**src/rtl/clock_timer_pkg.sv**
```systemverilog
// Constants for the clock timer with its three periodic interrupts
package clock_timer_pkg;

	// Bus widths
	localparam int ADR_W = 12;
	localparam int DAT_W = 32;
	localparam int SEL_W = 4;

	// Register indices; byte address is four times the index
	localparam logic [7:0] IDX_STAGE   = 8'he4;
	localparam logic [7:0] IDX_ENABLE  = 8'heb;
	localparam logic [7:0] IDX_FLAG    = 8'hef;
	localparam logic [7:0] IDX_CONTROL = 8'hf9;

	// Word index field of the byte address
	localparam int IDX_LSB = 2;
	localparam int IDX_MSB = 9;

	// Counter layout
	localparam int CNT_W     = 7;
	localparam int STAGE_LSB = 3;
	localparam int STAGE_MSB = 6;

	// Interrupt channels: 32 Hz, 8 Hz, 2 Hz
	localparam int NUM_IRQ = 3;
	localparam int F_32HZ  = 0;
	localparam int F_8HZ   = 1;
	localparam int F_2HZ   = 2;

	// Counter stage whose falling edge fires each channel
	localparam int IRQ_TAP [0:NUM_IRQ-1] = '{2, 4, 6};

	// Control word field
	localparam int RESTART_BIT = 2;

	// Reset values and the count step
	localparam logic [CNT_W-1:0]   CNT_RST  = 7'h00;
	localparam logic [NUM_IRQ-1:0] EN_RST   = 3'h0;
	localparam logic [NUM_IRQ-1:0] FLAG_RST = 3'h0;
	localparam logic [DAT_W-1:0]   DAT_ZERO = 32'h0000_0000;
	localparam logic [CNT_W-1:0]   CNT_ONE  = 7'h01;

endpackage

```
**src/rtl/clock_timer_interrupts.sv**
```systemverilog
// Clock timer: seven-bit tick counter, readable stages, three interrupts
`timescale 1ns/100ps

module clock_timer_interrupts
	import clock_timer_pkg::*;
(
	// Clock and reset
	input  wire logic             clk_i,
	input  wire logic             rst_i,
	// Tick from the frequency divider, one cycle per 1/256 s
	input  wire logic             tick_256hz_i,
	// Wishbone slave
	input  wire logic [ADR_W-1:0] adr_i,
	input  wire logic [DAT_W-1:0] dat_i,
	input  wire logic [SEL_W-1:0] sel_i,
	input  wire logic             we_i,
	input  wire logic             cyc_i,
	input  wire logic             stb_i,
	output logic      [DAT_W-1:0] dat_o,
	output logic                  ack_o,
	// Interrupt request toward the processor
	output logic                  irq_o
);

	logic [CNT_W-1:0]   count;
	logic [CNT_W-1:0]   next_count;
	logic [NUM_IRQ-1:0] enables;
	logic [NUM_IRQ-1:0] flags;
	logic [NUM_IRQ-1:0] next_flags;
	logic [NUM_IRQ-1:0] flag_set;
	logic [NUM_IRQ-1:0] flag_clr;
	logic [7:0]         word_idx;
	logic               in_range;
	logic               take;
	logic               wr_take;
	logic               rd_take;
	logic               hit_stage;
	logic               hit_enable;
	logic               hit_flag;
	logic               hit_control;
	logic               restart;

	// Bus decode
	// Only the low byte lane carries register data; other lanes read zero
	assign word_idx    = adr_i[IDX_MSB:IDX_LSB];
	assign in_range    = (adr_i[ADR_W-1:IDX_MSB+1] == '0);
	assign take        = cyc_i & stb_i & ~ack_o;
	assign wr_take     = take & we_i;
	assign rd_take     = take & ~we_i;
	assign hit_stage   = in_range & (word_idx == IDX_STAGE);
	assign hit_enable  = in_range & (word_idx == IDX_ENABLE);
	assign hit_flag    = in_range & (word_idx == IDX_FLAG);
	assign hit_control = in_range & (word_idx == IDX_CONTROL);

	assign restart = wr_take & hit_control & sel_i[0] & dat_i[RESTART_BIT];

	// Single-cycle ack; every address answers, unmapped ones with zero
	always_ff @(posedge clk_i) begin
		if (rst_i) begin
			ack_o <= 1'b0;
		end else begin
			ack_o <= take;
		end
	end

	// Bus writes move the count only through restart
	// A restart beats a tick in the same cycle; counting resumes on the next tick
	always_comb begin
		if (restart) begin
			next_count = CNT_RST;
		end else if (tick_256hz_i) begin
			next_count = count + CNT_ONE;
		end else begin
			next_count = count;
		end
	end

	always_ff @(posedge clk_i) begin
		if (rst_i) begin
			count <= CNT_RST;
		end else begin
			count <= next_count;
		end
	end

	// Falling edge detect per channel
	// Restart clearing the stages is not treated as a falling edge
	generate
		for (genvar i = 0; i < NUM_IRQ; i++) begin : g_edge
			assign flag_set[i] = tick_256hz_i & ~restart &
				count[IRQ_TAP[i]] & ~next_count[IRQ_TAP[i]];
		end
	endgenerate

	// Clear on read of the flag word
	assign flag_clr = (rd_take & hit_flag) ? {NUM_IRQ{1'b1}} : FLAG_RST;

	// Set wins over the read clear so an edge in the read cycle is kept
	assign next_flags = (flags & ~flag_clr) | flag_set;

	always_ff @(posedge clk_i) begin
		if (rst_i) begin
			flags <= FLAG_RST;
		end else begin
			flags <= next_flags;
		end
	end

	// Enables written from the low byte lane
	always_ff @(posedge clk_i) begin
		if (rst_i) begin
			enables <= EN_RST;
		end else if (wr_take & hit_enable & sel_i[0]) begin
			enables <= dat_i[NUM_IRQ-1:0];
		end
	end

	// Read data register
	// Stage word shows only the top four stages
	// Unused low-lane bits (7:4 of stage, 7:3 of enable and flag) and upper lanes read zero
	always_ff @(posedge clk_i) begin
		if (rst_i) begin
			dat_o <= DAT_ZERO;
		end else if (rd_take) begin
			dat_o <= DAT_ZERO;
			// Stage bits in ascending period order
			if (hit_stage) begin
				dat_o[STAGE_MSB-STAGE_LSB:0] <= count[STAGE_MSB:STAGE_LSB];
			end
			if (hit_enable) begin
				dat_o[NUM_IRQ-1:0] <= enables;
			end
			if (hit_flag) begin
				dat_o[NUM_IRQ-1:0] <= flags;
			end
		end else begin
			dat_o <= DAT_ZERO;
		end
	end

	// Each enable gates its own flag
	assign irq_o = |(flags & enables);
endmodule

```
**config.mk**
```make
export PLATFORM = sky130hd
export DESIGN_NAME = clock_timer_interrupts
export DESIGN_NICKNAME = d
export VERILOG_FILES = /design/src/rtl/clock_timer_pkg.sv /design/src/rtl/clock_timer_interrupts.sv
export SDC_FILE = /design/constraint.sdc
export NUM_CORES = 1
export LEC_CHECK = 0
export BUFFER_PORTS_ARGS = -buffer_cell sky130_fd_sc_hd__buf_2
export CAP_MARGIN = 20
export CORE_UTILIZATION = 41
export DETAILED_ROUTE_END_ITERATION = 12
export GPL_ROUTABILITY_DRIVEN = 0
export PLACE_DENSITY = 0.84
export SLEW_MARGIN = 20
export SYNTH_ARGS = -nofsm -noshare
export SYNTH_HDL_FRONTEND = slang
export SYNTH_SLANG_ARGS = --single-unit
```
**constraint.sdc**
```tcl
create_clock -name clk_i -period 3.9 [get_ports clk_i]
set_input_delay 0.78 -clock clk_i [delete_from_list [all_inputs] [get_ports clk_i]]
set_output_delay 0.78 -clock clk_i [all_outputs]
set_load 0.03 [all_outputs]
```
==> impl_metrics.py, run 1 <==
metrics = {
    "worst_setup_path": {
        "cp-start-kind": "flip-flop",
        "end_kind": "primary output",
        "max_stage_delay_ps": 360,
        "crit_type": "reg2out",
        "ff2ff_setup_slack_ps": 2530,
        "slowest_stage": "a222oi_1",
        "cp.required_ps": 3120,
        "path_cells": "a222oi_1 > inv_1 > buf_2",
        "critPathBufInv": 2,
        "worstPathArrival_ps": 1250,
        "r2r_end": "flags[2]",
        "crit_fanout": 3,
        "crit_family": "compound AO/OA/AOI/OAI gates",
        "rr_worst_depth": 4,
        "r2r-start": "ack_o",
    },
    "die": {
        "die_width_um": 53.0,
        "fp.dieH_um": 53.0,
        "initial_utilization": 0.431,
        "die_area_um2": 2810,
        "rows": 18,
        "core_area_um2": 2480,
        "ios": 88,
    },
    "placement": {
        "io_buffer_count": 25,
        "dp_hpwl_mm": 1.45,
        "dpl-instance-area_um2": 1120,
    },
    "clock_tree": {
        "cts_buffer_depth": 2,
        "clkSinkCount": 18,
        "path_clk_slew_ps": 100,
        "postCtsHoldBufs": 0,
        "numCtsBuffers": 3,
        "cts_setup_buffers": 0,
        "worstSkewPairLatency_ps": 300,
        "htree_levels": 1,
        "clockRootBuffer": "clkbuf_4",
        "cts_tree": "yes",
        "post_cts_resize_count": 0,
    },
    "global_routing": {
        "grt_first_pass_wirelength_mm": 2.91,
        "track_usage": 0.144,
        "grt_max_degree": 11,
        "overflow": 0,
        "antenna_found_initial": 0,
        "grt_pass1_vias": 699,
    },
    "logic_synthesis": {
        "ys_ff_latch": 18,
        "async_flop_share": 0,
        "netlist_area_um2": 1070,
        "synthCells": 120,
        "ys_dominant_reg_cell": "dfxtp_1",
        "ys_types": 30,
        "yosysSeqAreaShare": 0.338,
        "yosys_warnings": 0,
        "syn-mean-instance-area_um2": 8.89,
        "synth-edff-count": 0,
    },
    "layout": {
        "fin_nets": 204,
        "mostFrequentLayoutCells": "conb_1, buf_2, dfxtp_1",
        "stdcell_area_um2": 1160,
        "final_common_cell": "conb_1",
        "num_antenna_cells": 0,
        "drive_above_1_share": 0.236,
        "area_growth_pct": 8.44,
    },
    "timing": {
        "finalSetupViolCount": 0,
        "drv_slew": 0,
        "holdWs_ps": 513,
        "finClkSkew_ps": 1.96,
        "min_period_over_period": 0.522,
        "rsz0062_at_grt": "false",
        "fmax_mhz": 492,
        "finalSetupTns_ps": 0,
        "fin_crit_ps": 2030,
        "hold_viol": 0,
    },
    "route": {
        "drtPass1Iterations": 4,
        "num_vias": 867,
        "viasPerCell": 4.87,
        "post_drt_wl_per_cell_um": 10.0,
        "wl_mm": 1.78,
        "ant_nets": 0,
        "drt_iter0_markers": 14,
        "drc": 0,
    },
    "pwr": {
        "leakagePower_nw": 0.537,
        "p_per_area_nw_per_um2": 324,
        "finalPower_mw": 0.375,
        "ir_drop_mv": 0.208,
    },
    "flow_run": {
        "cap_violations": 0,
    },
    "status": {
        "status": "completed",
    },
    "worst_hold_path": {
        "hold_start": "enables[2]",
        "holdPathEnd": "enables[2]",
        "hold_depth": 2,
        "worst_hold_path_type": "reg2reg",
    },
}
-- worst reg2reg max path, stage by stage, from the launching register on --
cell	delay, ps
dfxtp_1	320
nand3b_1	200
and3b_1	330
a41oi_2	180
a22o_1	250
-- metrics by stage --
| step | utilization | setup slack (ps) | instances |
|---|---|---|---|
| floorplan | - | 2110 | 147 |
| global placement | 0.453 | 1900 | 174 |
| detailed placement | 0.453 | 1890 | 174 |
| CTS | 0.467 | 1870 | 178 |
| global route | 0.467 | 1790 | 178 |
| finish | 0.467 | 1870 | 178 |
-- cell type report --
type | instances | area [um2]
clock buffer | 4 | 36.3
inverter | 2 | 7.51
fill | 257 | 1320
sequential | 18 | 360
timing repair buffer | 25 | 125
multi-input combinational | 99 | 591
tap | 30 | 37.5
-- cell usage after synthesis (2+ instances only) --
| master | number | area (um2) |
|---|---|---|
| buf_4 | 28 | 210 |
| dfxtp_1 | 18 | 360 |
| nor2_1 | 16 | 60.1 |
| nand3_1 | 6 | 30.0 |
| nand2_1 | 5 | 18.8 |
| a21oi_1 | 4 | 20.0 |
| nor3_1 | 4 | 20.0 |
| xor2_1 | 4 | 35.0 |
| a2bb2oi_1 | 3 | 26.3 |
| nand4_1 | 3 | 18.8 |
| o21ai_0 | 3 | 15.0 |
| a22o_1 | 2 | 17.5 |
| and3_1 | 2 | 12.5 |
| and3b_1 | 2 | 17.5 |
| inv_1 | 2 | 7.51 |
| nand3b_1 | 2 | 15.0 |
| nand4b_1 | 2 | 17.5 |
| xnor2_1 | 2 | 17.5 |
-- cells by family (layout without fill, tap and decap cells) --
logic type,after synthesis,after routing,share of synthesized area
flops,18,18,0.338
xor+xnor,6,6,0.0492
compound gates,16,16,0.131
fa+ha+maj,1,1,0.0117
buf+inv,30,31,0.204
simple gates,47,47,0.253
other cells,1,28,0.00351
mux,1,1,0.00938
-- sequential cells by signal, summed over array words and instances (netlist names) --
register,flops
enables,3
flags,3
count,7
ack_o,1
dat_o,4
-- how the worst max path moves through the flow --
stage | startpoint | depth (start not counted) | to | slack (ps)
3_3_place_gp | adr_i[11] | 5 | flags[1] | 1900
3_5_place_dp | adr_i[11] | 5 | flags[1] | 1890
5_1_grt | flags[1] | 3 | irq_o | 1790
4_1_cts | flags[1] | 3 | irq_o | 1870
2_1_floorplan | adr_i[11] | 4 | flags[1] | 2110
6_report | flags[1] | 3 | irq_o | 1870
-- where the power goes --
group	internal (mW)	switching (mW)	total (mW)	leakage (nW)
registers	0.186	0.00199	0.188	0.145
logic	0.0162	0.0521	0.0683	0.371
clock network	0.0571	0.0612	0.118	0.0210
-- layer usage --
metal  wire length (um)  global-route usage  vias up
met4                 44              0.0614        0
met1                721               0.144      402
met5                  0                   0        -
met2                900               0.262       34
met3                113              0.0546        7
li1                   -                   -      424
Power figures use the tool's default switching activity.
==> run 2, diff against run 1 <==
ABC_AREA = 1   (was not set)
PLACE_DENSITY = 0.8   (was 0.84)
clock period = 1.9 ns   (was 3.9 ns; I/O delays follow)
==> impl_metrics.py, run 2 <==
metrics = {
    "status": {
        "status": "complete, but fails checks",
        "failed_checks": "DRC",
    },
    "global_routing": {
        "antenna_found_initial": 0,
        "track_usage": 0.137,
        "grt_first_pass_wirelength_mm": 3.42,
        "overflow": 0,
        "grt_pass1_vias": 847,
        "grt_max_degree": 11,
    },
    "route": {
        "ant_nets": 0,
        "wl_mm": 2.01,
        "top_layer_used": "met4",
        "drc": 14,
        "wl_met1_um": 954,
        "post_drt_wl_per_cell_um": 9.16,
        "num_vias": 974,
        "wl_met2_um": 884,
        "met3_length_um": 147,
        "viasPerCell": 4.45,
        "drt_iter0_markers": 37,
        "drtPass1Iterations": 8,
    },
    "pwr": {
        "finalPower_mw": 0.770,
        "power.switching_mw": 0.241,
        "power_frac_comb": 0.194,
        "ir_drop_mv": 0.449,
        "p_per_area_nw_per_um2": 585,
        "intPower_mw": 0.529,
        "p_clk_frac": 0.306,
        "switching_share": 0.314,
        "leakagePower_nw": 0.621,
        "seqPwrFrac": 0.500,
    },
    "die": {
        "rows": 19,
        "ios": 88,
        "initial_utilization": 0.441,
        "fp.dieH_um": 56.9,
        "core_area_um2": 2810,
        "die_width_um": 56.9,
        "die_area_um2": 3240,
    },
    "clock_tree": {
        "cts_tree": "yes",
        "cts_setup_buffers": 0,
        "path_clk_slew_ps": 110,
        "numCtsBuffers": 3,
        "clockRootBuffer": "clkbuf_4",
        "postCtsHoldBufs": 0,
        "cts_buffer_depth": 2,
        "post_cts_resize_count": 0,
        "worstSkewPairLatency_ps": 300,
        "clkSinkCount": 18,
        "htree_levels": 1,
    },
    "timing": {
        "drv_slew": 0,
        "finClkSkew_ps": 12.3,
        "fin_crit_ps": 1490,
        "holdWs_ps": 300,
        "fmax_mhz": 672,
        "finalSetupTns_ps": 0,
        "finalSetupViolCount": 0,
        "hold_viol": 0,
        "rsz0062_at_grt": "false",
        "min_period_over_period": 0.783,
    },
    "logic_synthesis": {
        "async_flop_share": 0,
        "synth_commonest_cells": "buf_4, nand2_1, dfxtp_1, inv_1, nor2_1",
        "yosysSeqAreaShare": 0.291,
        "synth.most_common_cell": "buf_4",
        "synth_top_area_frac": 0.291,
        "ys_types": 28,
        "synthCells": 161,
        "yosys_warnings": 0,
        "yosys-top-cells-area": "dfxtp_1, buf_4, nand2_1",
        "ys_dominant_reg_cell": "dfxtp_1",
        "synth_top_area_cell": "dfxtp_1",
        "ys_ff_latch": 18,
        "synth-edff-count": 0,
        "netlist_area_um2": 1240,
        "syn-mean-instance-area_um2": 7.69,
    },
    "layout": {
        "mostFrequentLayoutCells": "conb_1, nand2_1, buf_2",
        "final_common_cell": "conb_1",
        "largest_reg_flops": 7,
        "drive_above_1_share": 0.282,
        "area_growth_pct": 6.47,
        "final_util": 0.470,
        "fin_nets": 244,
        "num_antenna_cells": 0,
        "top_register": "count",
        "reg_top3": "count x7, dat_o x4",
    },
    "worst_setup_path": {
        "crit_start": "enables[0]",
        "slowest_stage": "dfxtp_1",
        "max_stage_delay_ps": 340,
        "cp-start-kind": "flip-flop",
        "crit_type": "reg2out",
        "end_kind": "primary output",
        "critPathBufInv": 2,
        "crit_fanout": 2,
        "crit_family": "flip-flops",
        "path_cells": "inv_1 > o221ai_1 > buf_2",
        "worstPathArrival_ps": 1110,
        "r2r-start": "count[0]",
        "cp.required_ps": 1520,
    },
    "worst_hold_path": {
        "hold_start": "dat_i[0]",
        "worst_hold_path_type": "in2reg",
    },
    "placement": {
        "dp_hpwl_mm": 1.66,
        "io_buffer_count": 25,
    },
    "flow_run": {
        "cap_violations": 0,
    },
}
==> run 2: cell count changes after synthesis, moves of 4 or more <==
cell	before	now
nand2_1	5	25
nor2_2	0	4
inv_1	2	18
nand2_2	0	4
nor2_4	0	4
==> run 2: final timing paths <==
path                                   end  slack [ps]  cells after the start
worst max-delay path                 irq_o         410                      3
worst max register to register    flags[2]         690                      7
worst min-delay path            enables[0]         300                      3
worst min register to register    flags[1]         470                      2
==> run 2: cells by family (layout without fill, tap and decap cells) <==
logic type,Yosys count,in the layout,share of synthesized area
DFF,18,18,0.291
xor gates and xnor gates,2,2,0.0142
muxes,1,1,0.00809
AOI/OAI and AO/OA,11,11,0.0566
other,1,28,0.00303
adders and majority gates,1,1,0.0101
and+or+nand+nor,80,80,0.383
buffers and inverters,47,47,0.234
==> run 2: power groups by stage <==
stage	combinational (mW)	clock, mW	sequential [mW]
floorplan	0.159	0	0.395
global placement	0.147	0	0.394
detailed placement	0.148	0	0.394
CTS	0.149	0.248	0.385
global route	0.163	0.264	0.386
finish	0.149	0.236	0.385
==> run 2: worst min-delay path, delay by kind of cell <==
family        cells  cell delay (ps)
buf+inv           1               70
simple gates      2              120
==> run 2: per-layer routing <==
| metal | up-vias | track usage |
|---|---|---|
| met3 | 4 | 0.0499 |
| met5 | - | 0 |
| met1 | 419 | 0.174 |
| li1 | 514 | - |
| met2 | 37 | 0.224 |
| met4 | 0 | 0.0314 |
==> run 2: area by class of cell <==
cell class | instances | area [um2]
Timing Repair Buffer | 25 | 125
Sequential cell | 18 | 360
Clock buffer | 4 | 36.3
Tap cell | 31 | 38.8
Fill cell | 288 | 1490
Inverter | 18 | 67.6
Multi-Input combinational cell | 123 | 689
==> run 2: stage by stage <==
stage | cells | area (um2) | worst slack, ps
after floorplan | 188 | 1340 | 624
after global placement | 215 | 1280 | 567
after detailed placement | 215 | 1280 | 551
after CTS | 219 | 1320 | 389
after global routing | 219 | 1320 | 333
final | 219 | 1320 | 413
